### config.mk
export PLATFORM = sky130hd
export DESIGN_NAME = cps_top
export DESIGN_NICKNAME = d
export VERILOG_FILES = /design/src/verilog/cps_pkg.sv /design/src/verilog/cps_top.sv /design/src/verilog/cps_tick_div.sv
export VERILOG_INCLUDE_DIRS = /design/src /design/src/verilog
export SDC_FILE = /design/constraint.sdc
export NUM_CORES = 1
export LEC_CHECK = 0
export ABC_CLOCK_PERIOD_IN_PS = 4570
export BUFFER_PORTS_ARGS = -buffer_cell sky130_fd_sc_hd__buf_2
export CAP_MARGIN = 20
export CORE_MARGIN = 3
export CORE_UTILIZATION = 63
export CTS_BUF_LIST = sky130_fd_sc_hd__clkbuf_8 sky130_fd_sc_hd__clkbuf_16
export DETAILED_ROUTE_END_ITERATION = 10
export PLACE_DENSITY = 0.91
export SLEW_MARGIN = 15
export SYNTH_ARGS = -nofsm -noshare
export SYNTH_HDL_FRONTEND = slang
export SYNTH_SLANG_ARGS = --single-unit
### constraint.sdc
create_clock -name CLK -period 4.57 [get_ports CLK]
set_clock_uncertainty 0.1 [all_clocks]
set_input_delay 0.914 -clock CLK [delete_from_list [all_inputs] [get_ports CLK]]
set_output_delay 0.914 -clock CLK [all_outputs]
set_load 0.1 [all_outputs]
### src/verilog/cps_defines.svh
`ifndef CPS_DEFINES_SVH
`define CPS_DEFINES_SVH

// register offsets
`define CPS_AW 4
`define CPS_DW 8
`define CPS_ADDR_CTRL 4'h0
`define CPS_ADDR_CFG 4'h4
`define CPS_ADDR_HOST 4'h8
`define CPS_ADDR_STAT 4'hC

// field positions
`define CPS_CTRL_EN 0
`define CPS_CTRL_STBN 1
`define CPS_CFG_KIND_LO 0
`define CPS_CFG_KIND_HI 1
`define CPS_CFG_INIT 2
`define CPS_HOST_LO 0
`define CPS_HOST_HI 1
`define CPS_STAT_FAULT 0
`define CPS_STAT_TERM 1
`define CPS_STAT_BERR 2
`define CPS_STAT_TLED 3
`define CPS_STAT_SLED 4
`define CPS_STAT_PLED 5

// reset values and the refused field code
`define CPS_CTRL_RST 2'h3
`define CPS_RDATA_RST 8'h00
`define CPS_SYNC_RST 3'h1
`define CPS_CODE_UNUSED 2'h3

// timing
`define CPS_CLK_HZ 100000000
`define CPS_MS_PER_S 1000
`define CPS_TRAFFIC_MS 256
`define CPS_BLINK1_HZ 10
`define CPS_BLINK3_HZ 4
`define CPS_BLINK3_ON_PARTS 4
`define CPS_BLINK3_ALL_PARTS 5
`define CPS_BLINK2_PERIOD_MS 1000
`define CPS_BLINK2_ON_MS 200

`endif

### src/verilog/cps_pkg.sv
`default_nettype none

package cps_pkg;

    typedef enum logic [1:0] {
        CPS_KIND_HS = 2'b00,
        CPS_KIND_LS = 2'b01,
        CPS_KIND_SW = 2'b10
    } cps_kind_t;

    typedef enum logic [1:0] {
        CPS_HOST_LOGIN = 2'b00,
        CPS_HOST_READY = 2'b01,
        CPS_HOST_FWUPD = 2'b10
    } cps_host_t;

    typedef enum logic [2:0] {
        CPS_LED_OFF = 3'b000,
        CPS_LED_ON = 3'b001,
        CPS_LED_BLINK1 = 3'b010,
        CPS_LED_BLINK2 = 3'b011,
        CPS_LED_BLINK3 = 3'b100
    } cps_pat_t;

    // {standby_n, enable} of the single-wire transceiver
    typedef enum logic [1:0] {
        CPS_SW_SLEEP = 2'b00,
        CPS_SW_WAKE = 2'b01,
        CPS_SW_FAST = 2'b10,
        CPS_SW_NORMAL = 2'b11
    } cps_sw_mode_t;

endpackage

`default_nettype wire

### src/verilog/cps_top.sv
// Behaviour
// enable high, standby low, fault low-active input
// termination input level reported to software
// single-wire modes from standby and enable
// single-wire: fault input ignored for errors
// low-speed: standby and enable move together
// write sets outputs, read returns inputs
// traffic LED off until channel initialized
// each message starts 256 ms traffic blink; the code queues only one more blink for any messages during a running one
// power LED follows supply presence
// enumerating: state LED blink pattern one
// no host cable: blink pattern one too
// enumerated, not initialized: state LED on
// initialized, no error: state LED off
// bus error: blink pattern two
// firmware update: blink pattern three
// pattern one: 10 Hz, 1:1
// pattern three: 4 Hz, 4:1
// pattern two: fixed, distinct period
`timescale 1ns/100ps
`default_nettype none
`include "cps_defines.svh"

module cps_top #(
    parameter int TICK_DIV = `CPS_CLK_HZ / `CPS_MS_PER_S
) (
    // clock and reset
    input wire logic CLK,
    input wire logic RST_N,
    // register port
    input wire logic [`CPS_AW-1:0] ADDR,
    input wire logic [`CPS_DW-1:0] WDATA,
    input wire logic WR,
    input wire logic RD,
    output logic [`CPS_DW-1:0] RDATA,
    // protocol controller events
    input wire logic CAN_TX_DONE,
    input wire logic CAN_RX_DONE,
    input wire logic CAN_BUS_ERR,
    // transceiver and board pins
    input wire logic FAULT_N,
    input wire logic TERMINATION_SENSE,
    input wire logic POWER_PRESENT,
    output logic XCVR_ENABLE,
    output logic XCVR_STANDBY_N,
    // indicators
    output logic TRAFFIC_LED,
    output logic STATE_LED,
    output logic POWER_LED
);
    localparam logic [9:0] TRAF_PER = 10'(`CPS_TRAFFIC_MS);
    localparam logic [9:0] TRAF_ON = 10'(`CPS_TRAFFIC_MS / 2);
    localparam logic [9:0] B1_PER = 10'(`CPS_MS_PER_S / `CPS_BLINK1_HZ);
    localparam logic [9:0] B1_ON = 10'(`CPS_MS_PER_S / `CPS_BLINK1_HZ / 2);
    localparam logic [9:0] B2_PER = 10'(`CPS_BLINK2_PERIOD_MS);
    localparam logic [9:0] B2_ON = 10'(`CPS_BLINK2_ON_MS);
    localparam logic [9:0] B3_PER = 10'(`CPS_MS_PER_S / `CPS_BLINK3_HZ);
    localparam logic [9:0] B3_ON =
        10'(`CPS_MS_PER_S / `CPS_BLINK3_HZ * `CPS_BLINK3_ON_PARTS / `CPS_BLINK3_ALL_PARTS);

    logic [2:0] sync1_reg;
    logic [2:0] sync2_reg;
    logic fault_n_s;
    logic term_s;
    logic pwr_s;
    logic ms_tick;
    logic [1:0] ctrl_reg;
    cps_pkg::cps_kind_t kind_reg;
    logic init_reg;
    cps_pkg::cps_host_t host_reg;
    logic berr_reg;
    logic fault_seen;
    logic msg;
    logic wr_ctrl;
    logic wr_cfg;
    logic wr_host;
    logic wr_stat;
    logic t_active_reg;
    logic t_pend_reg;
    logic [9:0] t_cnt_reg;
    cps_pkg::cps_pat_t pat_next;
    cps_pkg::cps_pat_t pat_reg;
    logic [9:0] s_cnt_reg;
    logic [9:0] per;
    logic [9:0] on_ms;
    logic sled_next;
    logic [`CPS_DW-1:0] stat_val;

    // two-stage synchronisers for pin inputs; fault idles high
    always_ff @(posedge CLK or negedge RST_N) begin
        if (!RST_N) begin
            sync1_reg <= `CPS_SYNC_RST;
            sync2_reg <= `CPS_SYNC_RST;
        end else begin
            sync1_reg <= {POWER_PRESENT, TERMINATION_SENSE, FAULT_N};
            sync2_reg <= sync1_reg;
        end
    end
    assign fault_n_s = sync2_reg[0];
    assign term_s = sync2_reg[1];
    assign pwr_s = sync2_reg[2];

    cps_tick_div #(
        .DIV(TICK_DIV)
    ) u_ms (
        .clk(CLK),
        .rst_n(RST_N),
        .tick(ms_tick)
    );

    assign wr_ctrl = WR && (ADDR == `CPS_ADDR_CTRL);
    assign wr_cfg = WR && (ADDR == `CPS_ADDR_CFG);
    assign wr_host = WR && (ADDR == `CPS_ADDR_HOST);
    assign wr_stat = WR && (ADDR == `CPS_ADDR_STAT);

    // transceiver control: both outputs reset high
    always_ff @(posedge CLK or negedge RST_N) begin
        if (!RST_N) begin
            ctrl_reg <= `CPS_CTRL_RST;
        end else if (wr_ctrl) begin
            if (kind_reg == cps_pkg::CPS_KIND_LS) begin
                ctrl_reg <= {2{WDATA[`CPS_CTRL_EN]}};
            end else begin
                ctrl_reg <= {WDATA[`CPS_CTRL_STBN], WDATA[`CPS_CTRL_EN]};
            end
        end
    end

    // low-speed part has the two pins tied, so the enable bit drives both
    assign XCVR_ENABLE = ctrl_reg[`CPS_CTRL_EN];
    assign XCVR_STANDBY_N = (kind_reg == cps_pkg::CPS_KIND_LS) ?
        ctrl_reg[`CPS_CTRL_EN] : ctrl_reg[`CPS_CTRL_STBN];

    always_ff @(posedge CLK or negedge RST_N) begin
        if (!RST_N) begin
            kind_reg <= cps_pkg::CPS_KIND_HS;
            init_reg <= 1'b0;
        end else if (wr_cfg) begin
            // code 2'b11 is not a fitted transceiver: keep the old one
            if (WDATA[`CPS_CFG_KIND_HI:`CPS_CFG_KIND_LO] != `CPS_CODE_UNUSED) begin
                kind_reg <= cps_pkg::cps_kind_t'(WDATA[`CPS_CFG_KIND_HI:`CPS_CFG_KIND_LO]);
            end
            init_reg <= WDATA[`CPS_CFG_INIT];
        end
    end

    always_ff @(posedge CLK or negedge RST_N) begin
        if (!RST_N) begin
            host_reg <= cps_pkg::CPS_HOST_LOGIN;
        end else if (wr_host && WDATA[`CPS_HOST_HI:`CPS_HOST_LO] != `CPS_CODE_UNUSED) begin
            host_reg <= cps_pkg::cps_host_t'(WDATA[`CPS_HOST_HI:`CPS_HOST_LO]);
        end
    end

    // single-wire part has no fault pin; its line floats and means nothing
    assign fault_seen = !fault_n_s && (kind_reg != cps_pkg::CPS_KIND_SW);

    // sticky bus error, write one to clear; a new error wins over the clear
    always_ff @(posedge CLK or negedge RST_N) begin
        if (!RST_N) begin
            berr_reg <= 1'b0;
        end else if (CAN_BUS_ERR || fault_seen) begin
            berr_reg <= 1'b1;
        end else if (wr_stat && WDATA[`CPS_STAT_BERR]) begin
            berr_reg <= 1'b0;
        end
    end

    // traffic blink; messages inside a running cycle queue one more cycle
    assign msg = (CAN_TX_DONE || CAN_RX_DONE) && init_reg;

    always_ff @(posedge CLK or negedge RST_N) begin
        if (!RST_N) begin
            t_active_reg <= 1'b0;
            t_pend_reg <= 1'b0;
            t_cnt_reg <= '0;
        end else if (!init_reg) begin
            t_active_reg <= 1'b0;
            t_pend_reg <= 1'b0;
            t_cnt_reg <= '0;
        end else if (!t_active_reg) begin
            t_active_reg <= msg;
            t_cnt_reg <= '0;
        end else if (ms_tick && t_cnt_reg == TRAF_PER - 10'h001) begin
            t_active_reg <= t_pend_reg || msg;
            t_pend_reg <= 1'b0;
            t_cnt_reg <= '0;
        end else begin
            t_pend_reg <= t_pend_reg || msg;
            if (ms_tick) begin
                t_cnt_reg <= t_cnt_reg + 10'h001;
            end
        end
    end

    // state pattern, highest priority first
    always_comb begin
        if (host_reg == cps_pkg::CPS_HOST_FWUPD) begin
            pat_next = cps_pkg::CPS_LED_BLINK3;
        end else if (berr_reg) begin
            pat_next = cps_pkg::CPS_LED_BLINK2;
        end else if (host_reg == cps_pkg::CPS_HOST_LOGIN) begin
            pat_next = cps_pkg::CPS_LED_BLINK1;
        end else if (!init_reg) begin
            pat_next = cps_pkg::CPS_LED_ON;
        end else begin
            pat_next = cps_pkg::CPS_LED_OFF;
        end
    end

    always_comb begin
        unique case (pat_reg)
            cps_pkg::CPS_LED_BLINK1: begin
                per = B1_PER;
                on_ms = B1_ON;
            end
            cps_pkg::CPS_LED_BLINK2: begin
                per = B2_PER;
                on_ms = B2_ON;
            end
            cps_pkg::CPS_LED_BLINK3: begin
                per = B3_PER;
                on_ms = B3_ON;
            end
            cps_pkg::CPS_LED_ON: begin
                per = B1_PER;
                on_ms = B1_PER;
            end
            cps_pkg::CPS_LED_OFF: begin
                per = B1_PER;
                on_ms = 10'h000;
            end
            default: begin
                per = B1_PER;
                on_ms = 10'h000;
            end
        endcase
    end

    // phase restarts on a change so each pattern opens with its on time
    always_ff @(posedge CLK or negedge RST_N) begin
        if (!RST_N) begin
            pat_reg <= cps_pkg::CPS_LED_BLINK1;
            s_cnt_reg <= '0;
        end else if (pat_next != pat_reg) begin
            pat_reg <= pat_next;
            s_cnt_reg <= '0;
        end else if (ms_tick) begin
            s_cnt_reg <= (s_cnt_reg == per - 10'h001) ? 10'h000 : s_cnt_reg + 10'h001;
        end
    end

    assign sled_next = (pat_reg == pat_next) && (s_cnt_reg < on_ms);

    always_ff @(posedge CLK or negedge RST_N) begin
        if (!RST_N) begin
            STATE_LED <= 1'b0;
            TRAFFIC_LED <= 1'b0;
            POWER_LED <= 1'b0;
        end else begin
            STATE_LED <= sled_next;
            TRAFFIC_LED <= t_active_reg && init_reg && (t_cnt_reg < TRAF_ON);
            POWER_LED <= pwr_s;
        end
    end

    always_comb begin
        stat_val = '0;
        stat_val[`CPS_STAT_FAULT] = fault_n_s || (kind_reg == cps_pkg::CPS_KIND_SW);
        stat_val[`CPS_STAT_TERM] = term_s;
        stat_val[`CPS_STAT_BERR] = berr_reg;
        stat_val[`CPS_STAT_TLED] = TRAFFIC_LED;
        stat_val[`CPS_STAT_SLED] = STATE_LED;
        stat_val[`CPS_STAT_PLED] = POWER_LED;
    end

    // read data stands for one cycle only; unmapped reads return zero
    always_ff @(posedge CLK or negedge RST_N) begin
        if (!RST_N) begin
            RDATA <= `CPS_RDATA_RST;
        end else if (RD) begin
            unique case (ADDR)
                `CPS_ADDR_CTRL: RDATA <= {6'h00, XCVR_STANDBY_N, XCVR_ENABLE};
                `CPS_ADDR_CFG: RDATA <= {5'h00, init_reg, kind_reg};
                `CPS_ADDR_HOST: RDATA <= {6'h00, host_reg};
                `CPS_ADDR_STAT: RDATA <= stat_val;
                default: RDATA <= `CPS_RDATA_RST;
            endcase
        end else begin
            RDATA <= `CPS_RDATA_RST;
        end
    end
endmodule

`default_nettype wire

### src/verilog/cps_tick_div.sv
`timescale 1ns/100ps
`default_nettype none

module cps_tick_div #(
    parameter int DIV = 100000
) (
    // clock and reset
    input wire logic clk,
    input wire logic rst_n,
    // one-cycle pulse every DIV cycles
    output logic tick
);
    localparam int W = $clog2(DIV);

    logic [W-1:0] cnt_reg;

    always_ff @(posedge clk or negedge rst_n) begin
        if (!rst_n) begin
            cnt_reg <= '0;
            tick <= 1'b0;
        end else if (cnt_reg == W'(DIV - 1)) begin
            cnt_reg <= '0;
            tick <= 1'b1;
        end else begin
            cnt_reg <= cnt_reg + W'(1);
            tick <= 1'b0;
        end
    end
endmodule

`default_nettype wire

# --- Yosys cells after proc, flatten, opt, wreduce, memory -nomap -nowiden ---
# Index checks and enable logic that the tools add are counted.
totals:
  reg_bits: 66
  in_bits: 22
  output_inout_bits: 13
  word_cells: 93
op_classes:
  addsub: 4
  n_lt_le_gt_ge: 2
  n_eq_ne: 19
  muxes: 27
  reduce_logical: 23
ops:
  columns: ["operator", "n"]
  rows:
  - ["2-to-1 mux 10 bit", 7]
  - ["one-hot mux 6 bit (4 select lines)", 1]
  - ["one-hot mux 8 bit (3 select lines)", 1]
  - ["adder 10 x 1 -> 10 bit, second input constant", 2]
  - ["one-hot mux 10 bit (2 select lines)", 1]
  - ["adder 17 x 1 -> 17 bit, second input constant", 1]
  - ["equality test 17 bit, second input constant", 1]
  - ["2-to-1 mux 17 bit", 1]
  - ["logical AND 1 bit", 12]
  - ["2-to-1 mux 1 bit", 11]
  - ["equality test 10 bit", 1]
  - ["equality test 10 x 8 -> 1 bit, second input constant", 1]
  - ["< comparator 10 bit", 1]
  - ["< comparator 10 x 8 -> 1 bit, second input constant", 1]
  - ["subtractor 10 x 1 -> 10 bit, second input constant", 1]
  - ["equality test 4 bit, second input constant", 2]
  - ["equality test 3 x 2 -> 1 bit, second input constant", 2]
  - ["2-to-1 mux 2 bit", 3]
  - ["2-to-1 mux 6 bit", 1]
  - ["equality test 2 bit, second input constant", 2]
  - ["equality test 4 x 3 -> 1 bit, second input constant", 1]
  - ["logical NOT 4 bit", 1]
  - ["logical OR 1 bit", 4]
  - ["!= test 2 bit, second input constant", 2]
  - ["13 further kinds", 14]

# --- Depth between registers and ports, before layout ---
# Gate-level depths: netlist of run 1.
depth:
  ltp_word: 7
  depth_mapped: 9

# --- Modules after synthesis ---
# Synthesis of run 1 repeated with hierarchy kept, for this count alone.
unflattened:
  cells_unflattened: 311
  hier_area_um2: 3239.4
modules_own_cells:
  columns: ["mod", "instances", "cells_per_inst", "area_each_um2", "seq_area_each_um2"]
  rows:
  - ["cps_top", 1, 236, 2421.1, 1207.4]
  - ["cps_tick_div", 1, 75, 818.3, 450.4]

# --- Worst setup path after synthesis of run 1 ---
# OpenSTA, ideal clock, no wires.
synth_path:
  path_kind: "register to output"
  startpoint: "register ctrl_reg[0]"
  endpoint: "output port XCVR_STANDBY_N"
  arrival_time_ns: 1.457
  required_time_ns: 3.556
  path_slack_ns: 2.099
  path_stages_with_launch: 2
  cell_sequence: "dfstp_2 > mux2_2"
synth_between:
  elab_chain_len: 1
synth_lines:
  columns: ["element", "line", "rtl"]
  rows:
  - ["start, declared", "cps_top.sv:67", "logic [1:0] ctrl_reg;"]
  - ["start signal, assigned", "cps_top.sv:119", "ctrl_reg <= `CPS_CTRL_RST;"]
  - ["start signal, assigned", "cps_top.sv:122", "ctrl_reg <= {2{WDATA[`CPS_CTRL_EN]}};"]
  - ["start signal, assigned", "cps_top.sv:124", "ctrl_reg <= {WDATA[`CPS_CTRL_STBN], WDATA[`CPS_CTRL_EN]};"]
  - ["2-to-1 mux 1 bit", "cps_top.sv:131", "assign XCVR_STANDBY_N = (kind_reg == cps_pkg::CPS_KIND_LS) ?"]
  - ["end, declared", "cps_top.sv:45", "output logic XCVR_STANDBY_N,"]
# Every way passes these cells.

# --- Worst setup path after layout of run 1 ---
layout_path:
  startpoint: "register kind_reg[1]"
  endpoint: "output port XCVR_STANDBY_N"
layout_between:
  elab_chain_len: 2
layout_lines:
  columns: ["element", "line", "rtl"]
  rows:
  - ["start, declared", "cps_top.sv:68", "cps_pkg::cps_kind_t kind_reg;"]
  - ["start signal, assigned", "cps_top.sv:136", "kind_reg <= cps_pkg::CPS_KIND_HS;"]
  - ["start signal, assigned", "cps_top.sv:141", "kind_reg <= cps_pkg::cps_kind_t'(WDATA[`CPS_CFG_KIND_HI:`CPS_CFG_KIND_LO]);"]
  - ["equality test 2 x 1 -> 1 bit", "cps_top.sv:131", null]
  - ["2-to-1 mux 1 bit", "cps_top.sv:131", null]
# Every way passes these cells.

==> flow_summary.yaml, run 1 <==
drt:
  vias_per_cell: 6.036
  wl_per_cell_um: 16.50
  vias: 2547
  postRouteAntennaNets: 0
  totalWireLength_mm: 6.962
  drc_errors: 0
  drt_pass1_iterations: 4
  first_iter_violations: 342
synth:
  yosys_register_bits: 66
  synth_async_sr_flop_share: 1.000
  yosysSeqAreaShare: 0.5110
  ys.flop_type: "dfrtp_1"
  yosys-top-cells-count: "61 x dfrtp_1, 38 x nor2_1, 28 x nand2_1, 15 x nand3_1"
  postSynthCellCount: 320
  yosysTopAreaCell: "dfrtp_1"
  yosysTopAreaCellShare: 0.4705
  yosys-top-cells-area: "dfrtp_1 47%, nor2_1 4.4%, dfstp_2 4.0%"
  syn_area_um2: 3244
  synth_edf_count: 0
  yosysMostFrequentCell: "dfrtp_1"
  ys_warn_count: 0
  ys_types: 53
  syn_area_per_cell_um2: 10.14
hold_path:
  hp-class: "flip-flop to flip-flop"
  hold_depth: 0
  hold_start: "sync2_reg[2]"
  min_to: "POWER_LED"
power:
  cellPowerDensity_nw_per_um2: 407.5
  total_power_mw: 1.478
  worst_ir_drop_vdd_mv: 0.3289
  p_leak_nw: 1.607
cts:
  clockRootBuffer: "clkbuf_8"
  clockBufferDepth: 2
  cts_max_level: 3
  ctsHoldBuffers: 0
  clk_latency_ns: 0.35
  clkTransAtPathRegs_ns: 0.07
  cts_sinks: 66
  post_cts_resized: 0
  cts_made_buffers: 9
  cts_setup_buffers: 0
  cts_tree: "yes"
sta:
  max_slew_margin: 0.5184
  finalSetupViolations: 0
  period_minus_slack_ns: 2.665
  hold_violations: 0
  hold_slack_ns: 0.2545
  rsz0062_at_grt: "no"
  fin_crit_sh: 0.5832
  worst_pin_slew_ns: 0.7225
  finalSetupTns_ns: 0
  setup_ws_ns: 1.905
  fmax_mhz: 375.2
  report.final.slew_viol_count: 0
placement:
  globalplace.congestion: 0.8795
  dpl.hpwl_mm: 4.712
  place_ws_ns: 2.084
  dpl_cell_area_um2: 3432
  placedCellCount: 406
  io_buffers: 27
worst_setup_path:
  critPathKind: "flip-flop to output port"
  r2r_end: "s_cnt_reg[4]"
  cp.arrival_ns: 1.65
  regToRegSetupSlack_ns: 2.02
  crit_required_ns: 3.56
  r2r_cells: 8
  rr_startpoint: "pat_reg[0]"
  end_kind: "output port"
  cp_max_fo: 4
  start_kind: "flip-flop"
final_layout:
  regArea_um2: 1658
  fillerInstances: 348
  final_area_um2: 3627
  syn2layout_area_growth_pct: 11.80
  largest_reg_flops: 17
  n_antenna_cell: 0
  multi_input_area_um2: 1506
  fin_nets: 381
  fin_util: 0.7481
  layout-drive-gt1-share: 0.1690
  instances_no_fill: 422
die:
  die_w_um: 77.76
  pin_count: 35
  dieArea_um2: 6047
  core-area_um2: 4848
  die_y_um: 77.76
  initial_core_util: 0.6692
  rows: 25
grt:
  grt.overflow.total: 0
  grt.total_usage: 0.2607
  grt_pass1_vias: 2593
  grt_pass1_wl_mm: 12.19
  antenna_found_initial: 0
  grt_max_degree: 35
outcome:
  status: "completed"
run:
  drv_cap: 0
worst max-delay path by stage:
stage,from,end,slack (ns),cells after the start
global route,pat_reg[0],s_cnt_reg[4],1.80,8
detailed placement,pat_reg[0],s_cnt_reg[4],2.08,8
finish,kind_reg[1],XCVR_STANDBY_N,1.90,3
CTS,kind_reg[1],XCVR_STANDBY_N,1.89,3
global placement,pat_reg[0],s_cnt_reg[4],2.12,8
floorplan,ctrl_reg[0],XCVR_STANDBY_N,2.10,1
layout by cell type, fill, tap and decap left out, drive strengths merged, types with 4 or more instances in the layout:
cell and instances:
nand3 15, nor4 8, mux2 4, nor2 38, inv 9, nand4 5
and2 6, and3 7, xor2 11, buf 29, nand3b 5, clkinv 5
dfrtp 61, nor3 7, ha 9, clkbuf 10, dfstp 5, o21ai 9
a21oi 12, xnor2 12, mux2i 5, nor3b 5, nand2 28
logic make-up (layout without fill, tap and decap cells):
family	count (synthesis)	count (layout)	synth area share
AO/OA/AOI/OAI	45	45	0.08948
other	1	2	0.001156
adder cells (fa/ha/maj)	9	9	0.03471
AND/OR/NAND/NOR	146	146	0.2395
buffers and inverters	20	54	0.02584
flip-flops	66	66	0.5110
XOR/XNOR	23	23	0.06209
multiplexers	10	10	0.03625
where the power goes:
group          switching (mW)  total [mW]  internal (mW)  leakage, nW
Combinational           0.224       0.321         0.0970        0.646
Sequential             0.0413       0.669          0.628        0.854
Clock                   0.225       0.488          0.263        0.107
critical path, stage by stage, from the launching register on:
cell and delay (ns):
dfrtp_1 0.41, nor2_1 0.22, mux2_2 0.38, buf_2 0.30
area by class of cell:
type / count / share of cell area
Sequential cell: 66 / 0.4571
Multi-Input combinational cell: 235 / 0.4153
Timing Repair Buffer: 29 / 0.04139
Clock buffer: 10 / 0.03794
Tap cell: 67 / 0.02311
Clock inverter: 6 / 0.01587
Inverter: 9 / 0.009314
metal layers:
| metal | routed length [um] | share of wire | global-route usage |
|---|---|---|---|
| met1 | 2911 | 0.42 | 0.3281 |
| met2 | 3607 | 0.52 | 0.4281 |
| met3 | 293 | 0.042 | 0.05916 |
| met4 | 149 | 0.021 | 0.1192 |
| met5 | 0 | 0 | 0 |
Note: power is estimated with default switching activity, not from simulation.
==> run 2: changes to the inputs <==
ABC_CLOCK_PERIOD_IN_PS = 2450   (was 4570)
CORE_UTILIZATION = 53   (was 63)
PLACE_DENSITY = 0.82   (was 0.91)
clock period = 2.45 ns   (was 4.57 ns; I/O delays follow)
==> flow_summary.yaml, run 2 (synthesis results as in run 1) <==
drt:
  drc_errors: 0
  totalWireLength_mm: 6.255
  postRouteAntennaNets: 0
  drt_pass1_iterations: 5
  first_iter_violations: 213
  vias: 2404
  wl_per_cell_um: 14.51
  vias_per_cell: 5.578
worst_setup_path:
  start_kind: "flip-flop"
  regToRegSetupSlack_ns: 0.17
  r2r_end: "STATE_LED"
  r2r_cells: 7
  cp_max_fo: 8
  rr_startpoint: "pat_reg[1]"
  cp.arrival_ns: 2.42
  crit_required_ns: 2.59
  worstSetupStartpoint: "pat_reg[1]"
  critPathKind: "flip-flop to flip-flop"
  end_kind: "flip-flop"
cts:
  post_cts_resized: 0
  ctsHoldBuffers: 0
  cts_max_level: 3
  cts_made_buffers: 9
  clkTransAtPathRegs_ns: 0.07
  cts_setup_buffers: 0
  clockRootBuffer: "clkbuf_8"
  cts_sinks: 66
  cts_tree: "yes"
  clk_latency_ns: 0.34
  clockBufferDepth: 2
grt:
  antenna_found_initial: 0
  grt.overflow.total: 0
  grt_pass1_wl_mm: 11.35
  grt.total_usage: 0.1991
  grt_max_degree: 42
  grt_pass1_vias: 2469
final_layout:
  regArea_um2: 1658
  largest_reg_flops: 17
  final_area_um2: 3725
  fin_util: 0.6524
  fillerInstances: 437
  final_cell_mix: "61 x dfrtp_1, 38 x nor2_1, 28 x nand2_1"
  layout_commonest_cell: "dfrtp_1"
  n_antenna_cell: 0
  multi_input_area_um2: 1506
  syn2layout_area_growth_pct: 14.81
  fin_nets: 385
  layout-drive-gt1-share: 0.1755
sta:
  report.final.slew_viol_count: 0
  fin_crit_sh: 0.9311
  max_slew_margin: 0.6036
  rsz0062_at_grt: "no"
  hold_violations: 0
  finalSetupTns_ns: 0
  worst_pin_slew_ns: 0.5947
  period_minus_slack_ns: 2.281
  fmax_mhz: 438.4
  finalSetupViolations: 0
die:
  initial_core_util: 0.5683
  rows: 27
  die_w_um: 84.24
  core-area_um2: 5709
  dieArea_um2: 7096
  pin_count: 35
  die_y_um: 84.24
placement:
  io_buffers: 27
  dpl.hpwl_mm: 4.416
  dpl_cell_area_um2: 3481
  globalplace.congestion: 0.8508
power:
  p_leak_nw: 1.653
  worst_ir_drop_vdd_mv: 0.7054
  total_power_mw: 2.930
  cellPowerDensity_nw_per_um2: 786.5
hold_path:
  hp-class: "primary input to async pin"
run:
  drv_cap: 0
outcome:
  status: "completed"
[run 2: layout make-up]
| type | count | area share |
|---|---|---|
| clock buffers | 10 | 0.03695 |
| clock inverters | 6 | 0.02855 |
| repair buffers | 33 | 0.05173 |
| well taps | 72 | 0.02419 |
| multi-input cells | 235 | 0.4044 |
| inverters | 9 | 0.009070 |
| flip-flops and latches | 66 | 0.4451 |
[run 2: worst max-delay path, stage by stage (launching register included)]
cell and delay (ns):
dfstp_2 0.59, or3b_2 0.49, and2_1 0.16, ha_1 0.27
o21a_1 0.10, o211ai_1 0.15, a21oi_1 0.06, nor4_1 0.25
[run 2: how the worst max path moves through the flow]
stage | endpoint | slack (ns)
after floorplan | STATE_LED | 0.14
final | STATE_LED | 0.17
after CTS | STATE_LED | 0.17
after global placement | STATE_LED | 0.21
after global routing | STATE_LED | 0.02
after detailed placement | STATE_LED | 0.16
[run 2: per-layer routing]
layer,up-vias,part of all wire,global-route usage
li1,1198,-,-
met1,1134,0.45,0.2572
met2,65,0.49,0.3264
met3,7,0.055,0.06575
met4,0,0.0096,0.04678
met5,-,0,0
[run 2: where the power goes]
| part | switching (mW) | internal (mW) | total (mW) |
|---|---|---|---|
| registers | 0.0730 | 1.17 | 1.24 |
| logic | 0.405 | 0.187 | 0.592 |
| clock network | 0.395 | 0.698 | 1.09 |
[run 2: through the flow]
step | hold WS, ns | setup WS [ns] | std cells
global route | 0.07813 | 0.01752 | 431
floorplan | 0.09441 | 0.1400 | 321
detailed placement | 0.2347 | 0.1632 | 415
CTS | 0.06216 | 0.1654 | 431
finish | 0.04874 | 0.1688 | 431
global placement | 0.2320 | 0.2119 | 415
==> run 3: changes to the inputs <==
RECOVER_POWER = 50   (was not set)
==> flow_summary.yaml, run 3 (synthesis results as in run 1) <==
cts:
  cts_tree: "yes"
  clockBufferDepth: 2
  ctsHoldBuffers: 0
  clk_latency_ns: 0.34
  cts_sinks: 66
  cts_made_buffers: 9
  cts_max_level: 3
  clockRootBuffer: "clkbuf_8"
  cts_setup_buffers: 0
  post_cts_resized: 0
  clkTransAtPathRegs_ns: 0.07
grt:
  grt.total_usage: 0.1991
  antenna_found_initial: 0
  grt_pass1_wl_mm: 11.35
  grt_pass1_vias: 2469
  grt.overflow.total: 0
  grt_max_degree: 42
die:
  core-area_um2: 5709
  initial_core_util: 0.5683
  die_y_um: 84.24
  die_w_um: 84.24
  pin_count: 35
  dieArea_um2: 7096
  rows: 27
power:
  swShare: 0.2979
  pwr-share-seq: 0.425
  switching_power_uw: 872.5
  p_leak_nw: 1.650
  power_frac_clock: 0.373
  worst_ir_drop_vdd_mv: 0.7054
  cellPowerDensity_nw_per_um2: 786.7
  cell_internal_pwr_mw: 2.057
  pwr-share-comb: 0.202
hold_path:
  hp-class: "primary input to flip-flop"
  hold_depth: 1
run:
  drv_cap: 0
final_layout:
  multi_input_area_um2: 1506
  fin_util: 0.6522
  layout_commonest_cell: "dfrtp_1"
  n_antenna_cell: 0
  regArea_um2: 1658
  fin_nets: 385
  final_cell_mix: "61 x dfrtp_1, 38 x nor2_1, 28 x nand2_1"
  layout-drive-gt1-share: 0.1727
  largest_reg_flops: 17
  syn2layout_area_growth_pct: 14.77
  fillerInstances: 438
drt:
  vias: 2404
  first_iter_violations: 213
  postRouteAntennaNets: 0
  drc_errors: 0
  wl_per_cell_um: 14.51
  totalWireLength_mm: 6.253
  drt_pass1_iterations: 5
  vias_per_cell: 5.578
worst_setup_path:
  crit_required_ns: 2.59
  slowest_stage: "dfstp_2"
  cpPeakStageDelay_ns: 0.59
  path_delay_family: "simple AND/OR/NAND/NOR gates"
  crit_chain: "or3b_2, and2_1, ha_1, o21a_1, o211ai_1, a21oi_1, nor4_1"
  cp.arrival_ns: 2.42
  end_kind: "flip-flop"
  crit_buf_inv: 0
  critPathKind: "flip-flop to flip-flop"
  cp.depth: 7
  cp_max_fo: 8
  r2r_cells: 7
  start_kind: "flip-flop"
sta:
  finalSetupViolations: 0
  report.final.slew_viol_count: 0
  fin_crit_sh: 0.9311
  finalSetupTns_ns: 0
  worst_pin_slew_ns: 1.426
  fmax_mhz: 438.4
  hold_violations: 0
  period_minus_slack_ns: 2.281
  rsz0062_at_grt: "no"
  max_slew_margin: 0.04955
  setup_ws_ns: 0.1688
placement:
  place_ws_ns: 0.1632
  dpl.hpwl_mm: 4.416
  io_buffers: 27
  globalplace.congestion: 0.8508
outcome:
  status: "completed"
-- run 3: power groups by stage --
stage                     Sequential, mW  Clock (mW)  Combinational (mW)
after CTS                           1.24        1.11               0.595
final                               1.24        1.09               0.592
after detailed placement            1.26           0               0.589
after global routing                1.26        1.16               0.645
after floorplan                     1.37           0               0.346
after global placement              1.26           0               0.581
-- run 3: worst paths after layout --
check                                     to  slack, ns          from
worst max-delay path               STATE_LED       0.17    pat_reg[1]
worst min-delay path            sync1_reg[0]       0.14       FAULT_N
worst max register to register     STATE_LED       0.17    pat_reg[1]
worst min register to register  sync2_reg[1]       0.25  sync1_reg[1]
max in group asynchronous         pat_reg[1]       0.96         RST_N
min in group asynchronous        kind_reg[0]       0.37         RST_N
-- run 3: per-layer routing --
layer,wire (um),track usage,share of wire,vias to the layer above
met5,0,0,0,-
met1,2789,0.2572,0.45,1134
met4,60,0.04678,0.0096,0
met2,3058,0.3264,0.49,65
li1,-,-,-,1198
met3,344,0.06575,0.055,7
-- run 3: final cells by class --
class	instances	area share
clock buffer	10	0.03696
clock inverter	6	0.02856
inverter	9	0.009073
multi-input combinational	235	0.4046
sequential	66	0.4452
tap	72	0.02419
timing repair buffer	33	0.05141
-- run 3: worst register-to-register path, cell delays in order (launching register included) --
cell	delay (ns)
dfstp_2	0.59
or3b_2	0.49
and2_1	0.16
ha_1	0.27
o21a_1	0.10
o211ai_1	0.15
a21oi_1	0.06
nor4_1	0.25
-- run 3: through the flow --
stage          power, mW  instance area, um^2  hold WS (ns)  cells
2_1_floorplan      1.713                 3248       0.09441    321
3_3_place_gp       1.839                 3481        0.2320    415
3_5_place_dp       1.853                 3481        0.2347    415
4_1_cts            2.950                 3725       0.06216    431
5_1_grt            3.065                 3724        0.1213    431
6_report           2.929                 3724        0.1426    431
